## config.mk

```make
export PLATFORM = sky130hd
export DESIGN_NAME = display_power_ctrl_regs
export DESIGN_NICKNAME = d
export VERILOG_FILES = /design/src/hdl/display_power_pkg.sv /design/src/hdl/i2c_event_if.sv /design/src/hdl/i2c_pin_conditioner.sv /design/src/hdl/display_power_ctrl_regs.sv
export SDC_FILE = /design/constraint.sdc
export NUM_CORES = 1
export LEC_CHECK = 0
export BUFFER_PORTS_ARGS = -buffer_cell sky130_fd_sc_hd__buf_2
export CORE_AREA = 2 2 125 127
export DETAILED_ROUTE_END_ITERATION = 6
export DIE_AREA = 0 0 127 129
export GPL_ROUTABILITY_DRIVEN = 0
export HOLD_SLACK_MARGIN = 0.06
export PLACE_DENSITY = 0.72
export SLEW_MARGIN = 20
export SYNTH_ARGS = -nofsm -noshare
export SYNTH_HDL_FRONTEND = slang
export SYNTH_SLANG_ARGS = --single-unit
```

## constraint.sdc

```tcl
create_clock -name core_clk_i -period 3.45 [get_ports core_clk_i]
set_clock_uncertainty 0.15 [all_clocks]
set_input_delay 0.8625 -clock core_clk_i [delete_from_list [all_inputs] [get_ports core_clk_i]]
set_output_delay 0.8625 -clock core_clk_i [all_outputs]
set_load 0.01 [all_outputs]
```

## src/hdl/display_power_pkg.sv

```systemverilog
package display_power_pkg;

  // register offsets
  localparam logic [7:0] ADDR_PART_IDENTITY = 8'h00;
  localparam logic [7:0] ADDR_TEMPERATURE_READING = 8'h01;
  localparam logic [7:0] ADDR_MAIN_CONTROL = 8'h02;
  localparam logic [7:0] ADDR_RAIL_FAULT_MASK = 8'h03;
  localparam logic [7:0] ADDR_STORED_COMMON_LOWER_BOUND = 8'h21;
  localparam logic [7:0] ADDR_STORED_COMMON_UPPER_BOUND = 8'h22;
  localparam logic [7:0] ADDR_STORED_POSITIVE_RAIL_LEVEL = 8'h23;
  localparam logic [7:0] ADDR_STORED_GATE_ON_LEVEL = 8'h24;
  localparam logic [7:0] ADDR_STORED_GATE_OFF_LEVEL = 8'h25;
  localparam logic [7:0] ADDR_BURN_COMMAND = 8'h78;
  localparam logic [7:0] ADDR_RELOAD_COMMAND = 8'h79;
  localparam logic [7:0] ADDR_SOFT_RESTART_COMMAND = 8'h7A;
  localparam int NV_STORE_COUNT = 5;

  // main_control field positions
  localparam int CTRL_PARITY_ENABLE_BIT = 7;
  localparam int CTRL_START_BIT = 6;
  localparam int CTRL_NONVOLATILE_WRITE_COUNT_LSB = 3;
  localparam int CTRL_REVISION_LSB = 0;

  // rail_fault_mask field positions
  localparam int POSITIVE_RAIL_OVER_MASK_BIT = 7;
  localparam int POSITIVE_RAIL_UNDER_MASK_BIT = 6;
  localparam int NEGATIVE_RAIL_OVER_MASK_BIT = 5;
  localparam int NEGATIVE_RAIL_UNDER_MASK_BIT = 4;
  localparam int GATE_HIGH_OVER_MASK_BIT = 3;
  localparam int GATE_HIGH_UNDER_MASK_BIT = 2;
  localparam int GATE_LOW_OVER_MASK_BIT = 1;
  localparam int GATE_LOW_UNDER_MASK_BIT = 0;

  // reset values
  localparam logic [7:0] TEMPERATURE_RESET = 8'h00;
  localparam logic [7:0] RAIL_FAULT_MASK_RESET = 8'h00;
  localparam logic [7:0] NV_STORE_RESET = 8'h00;
  localparam logic PARITY_ENABLE_RESET = 1'b0;
  localparam logic START_RESET_STANDARD = 1'b0;
  localparam logic START_RESET_STANDALONE = 1'b1;
  localparam logic [2:0] NONVOLATILE_WRITE_COUNT_RESET = 3'h0;
  localparam logic [2:0] NONVOLATILE_WRITE_COUNT_MAX = 3'h6;

  typedef enum logic [3:0] {
    ST_IDLE, ST_ADDR, ST_ADDR_END, ST_ADDR_ACK, ST_REG, ST_REG_END, ST_REG_ACK,
    ST_WR, ST_WR_END, ST_WR_ACK, ST_RD, ST_RD_ACK, ST_RD_LOAD
  } slave_state_t;

endpackage : display_power_pkg

```

## src/hdl/i2c_event_if.sv

```systemverilog
`timescale 1ns/1ps
interface i2c_event_if;
  logic scl_rise;
  logic scl_fall;
  logic start_det;
  logic stop_det;
  logic sda_level;
  modport producer (output scl_rise, output scl_fall, output start_det, output stop_det, output sda_level);
  modport consumer (input scl_rise, input scl_fall, input start_det, input stop_det, input sda_level);
endinterface : i2c_event_if

```

## src/hdl/i2c_pin_conditioner.sv

```systemverilog
`timescale 1ns/1ps
module i2c_pin_conditioner
  import display_power_pkg::*;
(
  input wire logic core_clk_i,     // system clock
  input wire logic resetn_i,       // async reset, active low
  input wire logic scl_i,          // serial clock pin
  input wire logic sda_i,          // serial data pin level
  i2c_event_if.producer ev         // conditioned bus events
);

  typedef struct packed {
    logic [2:0] scl_s;
    logic [2:0] sda_s;
    logic scl_f;
    logic sda_f;
    logic rise;
    logic fall;
    logic start;
    logic stop;
  } cond_t;

  localparam cond_t COND_RESET = '{scl_s: 3'h7, sda_s: 3'h7, scl_f: 1'b1, sda_f: 1'b1,
                                   rise: 1'b0, fall: 1'b0, start: 1'b0, stop: 1'b0};

  cond_t r;
  cond_t n;

  ////////////////////////////////////////////////////////////////////////////
  always_comb
  begin
    n = r;
    // stage 0 feeds stage 1 only; the filter looks at stages 1 and 2
    n.scl_s = {r.scl_s[1:0], scl_i};
    n.sda_s = {r.sda_s[1:0], sda_i};
    if (r.scl_s[1] == r.scl_s[2])
    begin
      n.scl_f = r.scl_s[2];
    end
    if (r.sda_s[1] == r.sda_s[2])
    begin
      n.sda_f = r.sda_s[2];
    end
    n.rise = n.scl_f & ~r.scl_f;
    n.fall = ~n.scl_f & r.scl_f;
    // data edges only count as framing while the clock stays high
    n.start = r.sda_f & ~n.sda_f & r.scl_f & n.scl_f;
    n.stop = ~r.sda_f & n.sda_f & r.scl_f & n.scl_f;
  end

  always_ff @(posedge core_clk_i or negedge resetn_i)
  begin
    if (!resetn_i)
    begin
      r <= COND_RESET;
    end
    else
    begin
      r <= n;
    end
  end

  assign ev.scl_rise = r.rise;
  assign ev.scl_fall = r.fall;
  assign ev.start_det = r.start;
  assign ev.stop_det = r.stop;
  assign ev.sda_level = r.sda_f;

endmodule : i2c_pin_conditioner

```

## src/hdl/display_power_ctrl_regs.sv

```systemverilog
//
// Overview of operation
// parity enable bit gates write parity checking
// writing start one launches power-up ordering
// start resets zero, stand-alone variant one
// write count field saturates at six
// control low bits read fixed revision
// lowest address returns six-bit part identifier
// temperature reading read-only, zero after reset
// positive rail over/under masks block alert
// negative rail over/under masks block alert
// gate-high over/under masks block alert
// gate-low masks block alert; masks reset zero
// host fixes parity through payload byte
// alert low while unmasked rail fault present
`timescale 1ns/1ps
module display_power_ctrl_regs
  import display_power_pkg::*;
#(
  parameter logic [6:0] SLAVE_ADDR = 7'h30,          // bus address of this device
  parameter logic [5:0] PART_ID = 6'h15,             // arbitrary value
  parameter logic [2:0] REVISION_ID = 3'h5,          // arbitrary value
  parameter bit STANDALONE_VARIANT = 1'b0            // 1 selects the self-starting variant
)
(
  input wire logic core_clk_i,                // system clock
  input wire logic resetn_i,                  // async reset, active low
  input wire logic scl_i,                     // serial clock pin
  input wire logic sda_i,                     // serial data pin level
  output logic sda_o,                         // serial data drive value, always low
  output logic sda_oe_o,                      // serial data pull-down enable
  input wire logic [7:0] rail_fault_i,        // rail fault flags, mask bit order
  input wire logic [7:0] temp_code_i,         // digitized reference resistor pin voltage
  input wire logic temp_valid_i,              // new temperature code strobe
  input wire logic nv_write_done_i,           // one nonvolatile write finished
  input wire logic fault_alert_pin_n_i,       // alert pin level, not used
  output logic fault_alert_pin_n_o,           // alert drive value, always low
  output logic fault_alert_pin_n_oe_o,        // alert pull-down enable
  output logic power_start_o,                 // start bit level
  output logic start_pulse_o,                 // start bit written with one
  output logic burn_cmd_o,                    // burn command pulse
  output logic reload_cmd_o,                  // reload command pulse
  output logic restart_cmd_o,                 // soft restart command pulse
  output logic [7:0] cmd_payload_o,           // payload of last command
  output logic parity_error_o,                // write refused on parity
  output logic [NV_STORE_COUNT*8-1:0] nv_store_o  // stored settings, 0x21 in low byte
);

  if (SLAVE_ADDR == 7'h00)
  begin : g_addr_check
    $error("general call address cannot be the slave address");
  end

  typedef struct packed {
    slave_state_t st;
    logic [3:0] cnt;
    logic [7:0] sh;
    logic [7:0] addr_byte;
    logic [7:0] reg_byte;
    logic [7:0] ptr;
    logic ack_ok;
    logic sda_oe;
    logic par_en;
    logic start;
    logic [2:0] nv_cnt;
    logic [7:0] temp;
    logic [7:0] mask;
    logic [NV_STORE_COUNT-1:0][7:0] nv_store;
    logic alert;
    logic start_pulse;
    logic burn;
    logic reload;
    logic restart;
    logic [7:0] payload;
    logic par_err;
  } regs_t;

  localparam regs_t REGS_RESET = '{
    st: ST_IDLE, cnt: 4'h0, sh: 8'h00, addr_byte: 8'h00, reg_byte: 8'h00, ptr: 8'h00,
    ack_ok: 1'b0, sda_oe: 1'b0, par_en: PARITY_ENABLE_RESET,
    start: STANDALONE_VARIANT ? START_RESET_STANDALONE : START_RESET_STANDARD,
    nv_cnt: NONVOLATILE_WRITE_COUNT_RESET, temp: TEMPERATURE_RESET, mask: RAIL_FAULT_MASK_RESET,
    nv_store: {NV_STORE_COUNT{NV_STORE_RESET}}, alert: 1'b0, start_pulse: 1'b0,
    burn: 1'b0, reload: 1'b0, restart: 1'b0, payload: 8'h00, par_err: 1'b0};

  i2c_event_if ev ();

  i2c_pin_conditioner u_cond (
    .core_clk_i (core_clk_i),
    .resetn_i (resetn_i),
    .scl_i (scl_i),
    .sda_i (sda_i),
    .ev (ev)
  );

  regs_t r;
  regs_t n;
  logic [7:0] rx_byte;
  logic [7:0] rd_byte;
  logic par_ok;

  ////////////////////////////////////////////////////////////////////////////
  // read map; write-only and unmapped offsets read zero
  always_comb
  begin
    rd_byte = 8'h00;
    unique case (r.ptr)
      ADDR_PART_IDENTITY: rd_byte = {2'b00, PART_ID};
      ADDR_TEMPERATURE_READING: rd_byte = r.temp;
      ADDR_MAIN_CONTROL: rd_byte = {r.par_en, r.start, r.nv_cnt, REVISION_ID};  // see R4
      ADDR_RAIL_FAULT_MASK: rd_byte = r.mask;
      default:
      begin
        for (int i = 0; i < NV_STORE_COUNT; i++)
        begin
          if (r.ptr == 8'(ADDR_STORED_COMMON_LOWER_BOUND + i))
          begin
            rd_byte = r.nv_store[i];
          end
        end
      end
    endcase
  end

  ////////////////////////////////////////////////////////////////////////////
  always_comb
  begin
    n = r;
    n.start_pulse = 1'b0;
    n.burn = 1'b0;
    n.reload = 1'b0;
    n.restart = 1'b0;
    n.par_err = 1'b0;
    rx_byte = {r.sh[6:0], ev.sda_level};
    // parity covers address, register and payload bytes, so the host trims the payload
    par_ok = !r.par_en || !(^{r.addr_byte, r.reg_byte, rx_byte});  // see R1
    n.alert = |(rail_fault_i & ~r.mask);  // see R8, see R9, see R10, see R11
    if (temp_valid_i)
    begin
      n.temp = temp_code_i;
    end
    if (nv_write_done_i && (r.nv_cnt < NONVOLATILE_WRITE_COUNT_MAX))
    begin
      n.nv_cnt = r.nv_cnt + 3'h1;
    end
    if (ev.start_det)
    begin
      n.st = ST_ADDR;
      n.cnt = 4'h0;
      n.sda_oe = 1'b0;
    end
    else if (ev.stop_det)
    begin
      n.st = ST_IDLE;
      n.sda_oe = 1'b0;
    end
    else
    begin
      unique case (r.st)
        ST_IDLE: ;
        ST_ADDR, ST_REG, ST_WR:
        begin
          if (ev.scl_rise)
          begin
            n.sh = rx_byte;
            n.cnt = r.cnt + 4'h1;
            if (r.cnt == 4'h7)
            begin
              if (r.st == ST_ADDR)
              begin
                n.addr_byte = rx_byte;
                n.ack_ok = (rx_byte[7:1] == SLAVE_ADDR);
                n.st = ST_ADDR_END;
              end
              else if (r.st == ST_REG)
              begin
                n.reg_byte = rx_byte;
                n.ptr = rx_byte;
                n.st = ST_REG_END;
              end
              else
              begin
                n.st = ST_WR_END;
                n.ack_ok = par_ok;
                n.par_err = !par_ok;
                if (par_ok)
                begin
                  unique case (r.ptr)
                    ADDR_MAIN_CONTROL:
                    begin
                      n.par_en = rx_byte[CTRL_PARITY_ENABLE_BIT];
                      n.start = rx_byte[CTRL_START_BIT];
                      n.start_pulse = rx_byte[CTRL_START_BIT];
                    end
                    ADDR_RAIL_FAULT_MASK: n.mask = rx_byte;
                    ADDR_BURN_COMMAND:
                    begin
                      n.burn = 1'b1;
                      n.payload = rx_byte;
                    end
                    ADDR_RELOAD_COMMAND:
                    begin
                      n.reload = 1'b1;
                      n.payload = rx_byte;
                    end
                    ADDR_SOFT_RESTART_COMMAND:
                    begin
                      n.restart = 1'b1;
                      n.payload = rx_byte;
                    end
                    default:
                    begin
                      for (int i = 0; i < NV_STORE_COUNT; i++)
                      begin
                        if (r.ptr == 8'(ADDR_STORED_COMMON_LOWER_BOUND + i))
                        begin
                          n.nv_store[i] = rx_byte;
                        end
                      end
                    end
                  endcase
                end
              end
            end
          end
        end
        ST_ADDR_END, ST_WR_END:
        begin
          if (ev.scl_fall)
          begin
            n.sda_oe = r.ack_ok;
            // a refused byte is not acknowledged and the device drops off the bus
            n.st = !r.ack_ok ? ST_IDLE : ((r.st == ST_ADDR_END) ? ST_ADDR_ACK : ST_WR_ACK);
          end
        end
        ST_REG_END:
        begin
          if (ev.scl_fall)
          begin
            n.sda_oe = 1'b1;
            n.st = ST_REG_ACK;
          end
        end
        ST_ADDR_ACK, ST_RD_LOAD:
        begin
          if (ev.scl_fall)
          begin
            n.cnt = 4'h0;
            n.sda_oe = 1'b0;
            n.st = ST_REG;
            if (r.st == ST_RD_LOAD || r.addr_byte[0])
            begin
              n.sh = {rd_byte[6:0], 1'b0};
              n.sda_oe = ~rd_byte[7];
              n.cnt = 4'h1;
              n.st = ST_RD;
            end
          end
        end
        ST_REG_ACK, ST_WR_ACK:
        begin
          if (ev.scl_fall)
          begin
            n.sda_oe = 1'b0;
            n.cnt = 4'h0;
            n.st = ST_WR;
            if (r.st == ST_WR_ACK)
            begin
              n.ptr = r.ptr + 8'h01;
            end
          end
        end
        ST_RD:
        begin
          if (ev.scl_fall)
          begin
            if (r.cnt == 4'h8)
            begin
              n.sda_oe = 1'b0;
              n.st = ST_RD_ACK;
            end
            else
            begin
              n.sda_oe = ~r.sh[7];
              n.sh = {r.sh[6:0], 1'b0};
              n.cnt = r.cnt + 4'h1;
            end
          end
        end
        ST_RD_ACK:
        begin
          if (ev.scl_rise)
          begin
            n.st = ev.sda_level ? ST_IDLE : ST_RD_LOAD;
            n.ptr = ev.sda_level ? r.ptr : r.ptr + 8'h01;
          end
        end
      endcase
    end
  end

  always_ff @(posedge core_clk_i or negedge resetn_i)
  begin
    if (!resetn_i)
    begin
      r <= REGS_RESET;
    end
    else
    begin
      r <= n;
    end
  end

  ////////////////////////////////////////////////////////////////////////////
  assign sda_o = 1'b0;
  assign sda_oe_o = r.sda_oe;
  assign fault_alert_pin_n_o = 1'b0;
  assign fault_alert_pin_n_oe_o = r.alert;
  assign power_start_o = r.start;
  assign start_pulse_o = r.start_pulse;
  assign burn_cmd_o = r.burn;
  assign reload_cmd_o = r.reload;
  assign restart_cmd_o = r.restart;
  assign cmd_payload_o = r.payload;
  assign parity_error_o = r.par_err;
  assign nv_store_o = r.nv_store;

  ////////////////////////////////////////////////////////////////////////////
  // checks
  logic after_rst_r;

  always_ff @(posedge core_clk_i or negedge resetn_i)
  begin
    if (!resetn_i)
    begin
      after_rst_r <= 1'b0;
    end
    else
    begin
      after_rst_r <= 1'b1;
    end
  end
endmodule : display_power_ctrl_regs

```

After elaboration in Yosys (flattened, before gate mapping)
Index checks and enable logic that the tools add are counted.
- equal/unequal tests: 56
- reduce and logical (&&, ||, !) cells: 36
- multipliers: 0
- $lt $le $gt $ge: 1
- add/subtract/negate cells: 3
- bitwise logic cells: 21
- div/mod/pow operators: 0
- mux-type cells: 66
- shifts and indexed selects: 0
- operator list (cell ; count):
    $mux W8 ; 13
    $mux W16 ; 6
    $mux W13 ; 7
    $reduce_and A10 Y1 ; 6
    $pmux W8 S3 ; 2
    $mux W4 ; 11
    $mux W41 ; 1
    $eq A8 B6 Y1 const B ; 5
    $mux W37 ; 1
    $pmux W8 S4 ; 1
    $ne A4 B1 Y1 const B ; 7
    $pmux W4 S7 ; 1
    $reduce_and A9 Y1 ; 3
    $mux W25 ; 1
    $eq A4 B4 Y1 const B ; 6
    $eq A8 B7 Y1 const B ; 3
    $mux W12 ; 2
    $reduce_xor A24 Y1 ; 1
    $eq A4 B3 Y1 const B ; 5
    $mux W1 ; 18
    $reduce_and A6 Y1 ; 3
    $eq A8 B2 Y1 const B ; 2
    $ne A2 B2 Y1 const B ; 8
    $pmux W4 S4 ; 1
    33 further kinds ; 69
- bits in latches: 0
- memories kept: 0
- output and inout bits: 58
- memory bits (read-only): 0
- input port bits: 23
- bits in registers: 129
- bits in writable memories: 0

Longest topological paths before layout
Gate-level depths: netlist of run 1.
- depth in word-level cells: 13
- depth in mapped cells: 11

Modules after synthesis
From an unflattened synthesis of run 1, not the netlist that was laid out.
- cells, all modules: 699
- area total of the unflattened synthesis: 7215.7 um^2
- modules (own cells, without submodules) (module ; cells an instance ; area an instance (um^2) ; instances ; sequential area each (um^2)):
    display_power_ctrl_regs ; 677 ; 6845.3 ; 1 ; 2927.8
    i2c_pin_conditioner ; 22 ; 370.4 ; 1 ; 310.3

Worst setup path after synthesis of run 1
Ideal clock, no wire load.
- path kind: flip-flop to flip-flop
- start: register r[81] (netlist name)
- end: register r (netlist bit nv_store_o[24])
- library setup time: 0.125 ns
- arrival: 2.260 ns
- path buffers: 1
- path slack: 0.915 ns
- data required time: 3.175 ns
- cell stages (with the launch flop): 7
- cells stage by stage: dfrtp_1 > clkbuf_1 > or4_4 > nor3_1 > nand2_1 > a21oi_2 > mux2_2
- cells in the longest elaborated chain, start to end: 4
- ends and longest elaborated chain (what ; RTL line ; text):
    from (decl) ; display_power_ctrl_regs.sv:96 ; regs_t r;
    from (signal assigned) ; display_power_ctrl_regs.sv:310 ; r <= n;
    $eq A8 B7 Y1 / $eq A8 B2 Y1 (equally long branches) ; display_power_ctrl_regs.sv:188 ; unique case (r.ptr)
    $reduce_or A5 Y1 (no line) ; - ;
    $not A1 Y1 (no line) ; - ;
    $reduce_and A10 Y1 (no line) (*) ; - ;
Every way passes the cells marked *; elsewhere a longest branch is shown, timed or not.
A chain may end at the register's enable or synchronous reset.

Worst setup path in the final report of run 1
- start: register r[114] (netlist name)
- end: register r[112] (netlist name)
- cells in the longest elaborated chain, start to end: 5
- ends and longest elaborated chain (what ; RTL line ; text):
    $eq A4 B1 Y1, or another cell as far along ; display_power_ctrl_regs.sv:159 ; unique case (r.st)
    $reduce_or A3 Y1 / $reduce_or A2 Y1 (equally long branches) ; display_power_ctrl_regs.sv:159 ;
    $pmux W4 S4 ; display_power_ctrl_regs.sv:159 ;
    $mux W37 ; display_power_ctrl_regs.sv:152 ; else if (ev.stop_det)
    $mux W8 ; display_power_ctrl_regs.sv:146 ; if (ev.start_det)
Parallel ways exist; a longest one is shown, timed or not. The select of a mux whose other input is x is not followed.

==> metrics, run 1 <==
status=finished, final reports clean; layout cells sized above 1=0.310; htree depth=4; iteration-0 DRC count of the detailed router=653; Worst Min Path Start=u_cond.n[10]; FMAX=around 340 MHz; # clock sinks=between 100 and 150; Synth top area share=0.413; slew margin rel.=0.392; Post-Place Worst Slack=~0.54 ns; worst hold path endpoint=u_cond.n[11]; Hold-fix buffers, CTS=0; Die X=roughly 130 µm; Crit path largest cell delay=~0.74 ns; Synth Flop Type=dfrtp_1; total iterations of the first detailed-routing run=6; Placed Area=0.00758 mm²; root buf cell=clkbuf_16; routed len/inst=about 20 µm; Synth area leaders=dfrtp_1, mux2_2, buf_4; initial antenna violation count=0; sequential share of the synthesized area=0.442; Critical Path Sink Type=flop; die footprint=around 0.016 mm²; Ys Warns=0; Slew Viols, Final=0; WP data arrival=3.16 ns; Setup WS post-layout=~0.48 ns; delay-heaviest family, CP=simple AND/OR/NAND/NOR gates; WP buf/inv=1; drt via density=about 6.2; max cap viols=0; worst skew pair latency=approximately 0.42 ns; # Post-CTS Setup Buffers=0; hold path cells=0; die height=about 130 µm; RSZ-0062 raised after global routing=no; HPWL after DPL=12.7 mm; GRT Util Overall=0.236; TritonCTS clock tree=yes; Unique masters post-synth=73; Post-synth EDFFs=0; CP max-delay cell=dfrtp_1; LEAKAGE=3.86 nW; Post-DRT Antenna Nets=0; #FFs+latches synth=between 100 and 150; commonest non-fill, non-tap cell in the layout=dfrtp_1; DRC viols=0; Syn Inst Count=716; R2R Path End=r[112]; first-pass GRT wire length=between 30 and 40 mm; Final TNS setup=0 ns; share of synthesized registers carrying an async set or reset=1.00; final hold slack=0.202 ns; P per Cell Area=638 mW/mm²; post-route cell area=between 0.008 and 0.009 mm²; I/O pins=between 80 and 90; final core utilization=0.546; I/O Buffers=a little under 80; CTS buffer count=17; nets=769; worst vdd ir=around 0.35 mV; worst r2r path cells=6; worst path cell trace=clkinv_1 -> a21oi_1 -> a311oi_1 -> or4_1 -> or4_1 -> a21oi_1; worst reg-to-reg setup slack=0.48 ns; CTS max path bufs=2; final WL=roughly 19 mm; reg2reg start=r[114]; Synth Cell Area=0.00732 mm²; total number of vias=5873; Worst EP required=3.65 ns; Hold Crit Class=flop to flop; largest net degree at the start of global routing=47; Layout area overhead=11.7%; Clock Pin Slew Worst Setup and Hold Paths=roughly 0.06 ns; grt total ovfl=0; Slew @ Worst Pin=between 0.9 and 1 ns; starting density of the core=0.489; n_diodes=0; type of the worst setup path=flop to flop; Site Rows=45; vias in the first global route=~5700; post-CTS sizing=0; Core Area=0.0150 mm²; Avg Cell Area, Syn=around 10 µm²; Crit Path Max Fanout=18; largest area contributor in the netlist=dfrtp_1; fin crit share=0.860; final hold vios=0; post-route minimum period=2.97 ns; startpoint types=flop; most frequent cells in the layout=dfrtp_1, mux2_2, buf_2; Final Setup Violations=0
-- area by class of cell --
type	instances	area, µm²
clock buffers	23	468
clock inverters	9	131
fillers	1299	6790
inverters	22	82.6
multi-input cells	467	3430
flip-flops and latches	129	3240
well taps	188	235
repair buffers	102	601
-- power by group --
group	internal [W]	total (W)	switching, W
clock network	0.00117	0.00183	0.000655
logic	0.000605	0.00160	0.000999
registers	0.00161	0.00179	0.000177
total	0.00339	0.00522	0.00183
-- logic make-up (layout without fill, tap and decap cells) --
group,after synthesis,in the layout,synth area share
compound gates,169,169,0.163
xor+xnor,26,26,0.0330
fa+ha+maj,9,9,0.0147
buf+inv,121,156,0.0905
flops,129,129,0.442
mux,88,88,0.135
other cells,1,2,0.000512
simple gates,173,173,0.122
-- metal layers --
layer  up-vias  wire, µm  global-route usage
met2       357      9080               0.377
met5         -         0                   0
met3        56      1530              0.0565
met1      2871      7470               0.303
li1       2589         -                   -
met4         0       566               0.115
-- metrics by stage --
| stage | instances | power [W] |
|---|---|---|
| 2_1_floorplan | 717 | 0.00291 |
| 3_5_place_dp | 908 | 0.00336 |
| 6_report | 940 | 0.00522 |
| 3_3_place_gp | 908 | 0.00330 |
| 5_1_grt | 940 | 0.00547 |
| 4_1_cts | 940 | 0.00520 |
-- state kept, by name (all words and copies together), names as in the netlist --
signal	cells
u_cond.ev.sda_level	1
u_cond.n	4
reload_cmd_o	1
u_cond.ev.start_det	1
start_pulse_o	1
parity_error_o	1
burn_cmd_o	1
r	61
nv_store_o	40
fault_alert_pin_n_oe_o	1
cmd_payload_o	8
u_cond.ev.scl_fall	1
sda_oe_o	1
power_start_o	1
u_cond.r	3
u_cond.ev.stop_det	1
u_cond.ev.scl_rise	1
restart_cmd_o	1
-- worst max-delay path by stage --
stage,to,cells after the start,startpoint,slack [ns]
final,r[112],6,r[114],0.48
after global routing,r[106],8,r[77],0.31
after CTS,r[106],8,r[77],0.52
after detailed placement,r[106],8,r[77],0.54
after global placement,r[106],8,r[77],0.61
after floorplan,nv_store_o[24],6,r[81],0.91
-- synth_stat cells (7+ instances only) --
library cell and instances:
clkbuf_1 35, nand2b_1 11, o31ai_1 7, a31oi_1 8, a21oi_1 31, o22ai_1 7, buf_1 7, dfrtp_1 121
nand3_1 13, nor2b_1 15, and3_1 11, inv_1 21, nor3_1 15, buf_4 50, nand2_1 45, xnor2_1 21
dfstp_2 8, a221oi_1 14, mux2_2 82, nor2_1 31, ha_1 7, o21ai_0 42
(Power assumes the default switching activity.)
==> run 2, diff against run 1 <==
--- a/config.mk
+++ b/config.mk
@@ -10,6 +10,7 @@
 export DETAILED_ROUTE_END_ITERATION = 6
 export DIE_AREA = 0 0 127 129
 export GPL_ROUTABILITY_DRIVEN = 0
+export GPL_TIMING_DRIVEN = 0
 export HOLD_SLACK_MARGIN = 0.06
 export PLACE_DENSITY = 0.72
 export SLEW_MARGIN = 20
==> run 2 against run 1 <==
Against the previous run:
- the flow now finishes with violations (DRC)
- critical path type unchanged
- wire length up 3.3%
- global-route usage increased by 0.96 points
- via count increased by 3.4%
- critical endpoint is now nv_store_o[36]
- maximum frequency down 11%
- combinational power rose by 6%
- sequential share of layout area decreased by 1.7 points
- register-to-register slack got worse by 0.35 ns
==> metrics, run 2 (synthesis gave the netlist of run 1 again) <==
Post-DRT Antenna Nets=0 (unchanged); n_diodes=0 (unchanged); vias in the first global route=5637 (-0.91%); FMAX=301 MHz (-11%); worst skew pair latency=0.42 ns (about the same); Final Setup Violations=0 (unchanged); largest net degree at the start of global routing=83 (+77%); die height=129 µm (unchanged); Hold Crit Class=input pin to asynchronous set/reset pin; Placed Area=0.00798 mm² (+5.2%); Slew Viols, Final=0 (unchanged); CTS max path bufs=2 (unchanged); Critical Path Sink Type=flop; cell total after placement=982 (+8.1%); grt total ovfl=0 (unchanged); fin crit share=0.961 (+0.102); Crit Path Max Fanout=10 (-8); starting density of the core=0.489 (unchanged); Final TNS setup=0 ns (unchanged); # clock sinks=129 (unchanged); DRC viols=2 (+2); die footprint=0.0164 mm² (unchanged); drt via density=5.99 (-4.2%); root buf cell=clkbuf_16; worst vdd ir=0.338 mV (-3.7%); first-pass GRT wire length=31.0 mm (+2.7%); total iterations of the first detailed-routing run=7 (+1); FILL cells=1312 (+1.0%); final WL=19.3 mm (+3.3%); Core Area=0.0150 mm² (unchanged); nets=843 (+9.6%); I/O Buffers=76 (-1.3%); Slew @ Worst Pin=0.953 ns (+0.0519 ns); initial antenna violation count=0 (unchanged); startpoint types=flop; max cap viols=0 (unchanged); final hold vios=0 (unchanged); Site Rows=45 (unchanged); GRT Util Overall=0.245 (+0.00963); status=finished, violations left; max FFs per register=61 (unchanged); layout cells sized above 1=0.326 (+0.0158); Hold-fix buffers, CTS=0 (unchanged); routed len/inst=19.0 µm (-4.3%); Pwr Total=0.00516 W (-1.2%); total number of vias=6072 (+3.4%); HPWL after DPL=13.2 mm (+4.1%); htree depth=4 (unchanged); Non-Filler Instances=1014 (+7.9%); slew margin rel.=0.365 (-0.0270); Die X=127 µm (unchanged); WP data arrival=3.47 ns (+0.31 ns); most frequent cells in the layout=dfrtp_1, mux2_2, buf_2; Clock Pin Slew Worst Setup and Hold Paths=0.06 ns (about the same); TritonCTS clock tree=yes; Layout area overhead=16.8%; type of the worst setup path=flop to flop; LEAKAGE=4.07 nW (+5.5%); commonest non-fill, non-tap cell in the layout=dfrtp_1; post-route cell area=0.00855 mm² (+4.5%); CTS buffer count=17 (unchanged); P per Cell Area=603 mW/mm² (-5.5%); iteration-0 DRC count of the detailed router=884 (+35%); worst r2r path cells=8 (+2); failing checks=DRC; I/O pins=81 (unchanged); final core utilization=0.571 (+0.0247); largest reg by FF count=r; post-route minimum period=3.32 ns (+0.351 ns); RSZ-0062 raised after global routing=no; Worst EP required=3.60 ns (-0.05 ns)
-- run 2: area by class of cell --
cell class / count / area (µm²) / area share
multi-input cells: 467 / 3430 / 0.401
flip-flops and latches: 129 / 3240 / 0.379
plain buffers: 99 / 582 / 0.0680
clock buffers: 18 / 429 / 0.0502
repair buffers: 77 / 418 / 0.0489
well taps: 188 / 235 / 0.0275
clock inverters: 14 / 141 / 0.0165
inverters: 22 / 82.6 / 0.00965
-- run 2: path summary, 6_finish.rpt --
check | end | start | slack (ns)
min in group core_clk_i | u_cond.n[8] | u_cond.n[7] | 0.20
worst min-delay path | r[113] | resetn_i | 0.18
worst max register to register | nv_store_o[36] | r[78] | 0.13
worst min register to register | u_cond.n[8] | u_cond.n[7] | 0.20
worst max-delay path | nv_store_o[36] | r[78] | 0.13
max in group asynchronous | nv_store_o[21] | resetn_i | 2.25
-- run 2: report_power, final --
part	switching (W)	leakage, nW	internal [W]
logic	0.00112	2.07	0.000581
clock network	0.000680	0.272	0.00106
registers	0.000108	1.73	0.00161
-- run 2: per-stage QoR --
step           hold WS (ns)  setup WS (ns)
2_1_floorplan         0.195          0.915
4_1_cts               0.187          0.117
3_3_place_gp          0.197         -0.375
6_report              0.179          0.133
3_5_place_dp          0.197          0.179
5_1_grt               0.203         0.0471
-- run 2: layer usage --
layer	vias up	global-route usage	wire [µm]
met2	332	0.368	8830
met5	-	0	0
met1	2909	0.341	8270
met4	0	0.0950	597
met3	71	0.0669	1560
li1	2760	-	-
-- run 2: what timing repair did --
item / in CTS / in global routing
setup buffers: 0 / 0
endpoints found under the setup margin: 0 / 16
resized for setup: 0 / 2
-- run 2: critical path, cell delays in order, from the launching register on --
cell,delay (ns)
dfrtp_1,0.46
inv_1,0.12
ha_1,0.22
clkbuf_1,0.42
clkbuf_2,0.35
clkbuf_1,0.46
nand4_1,0.23
a21oi_4,0.38
mux2_2,0.40
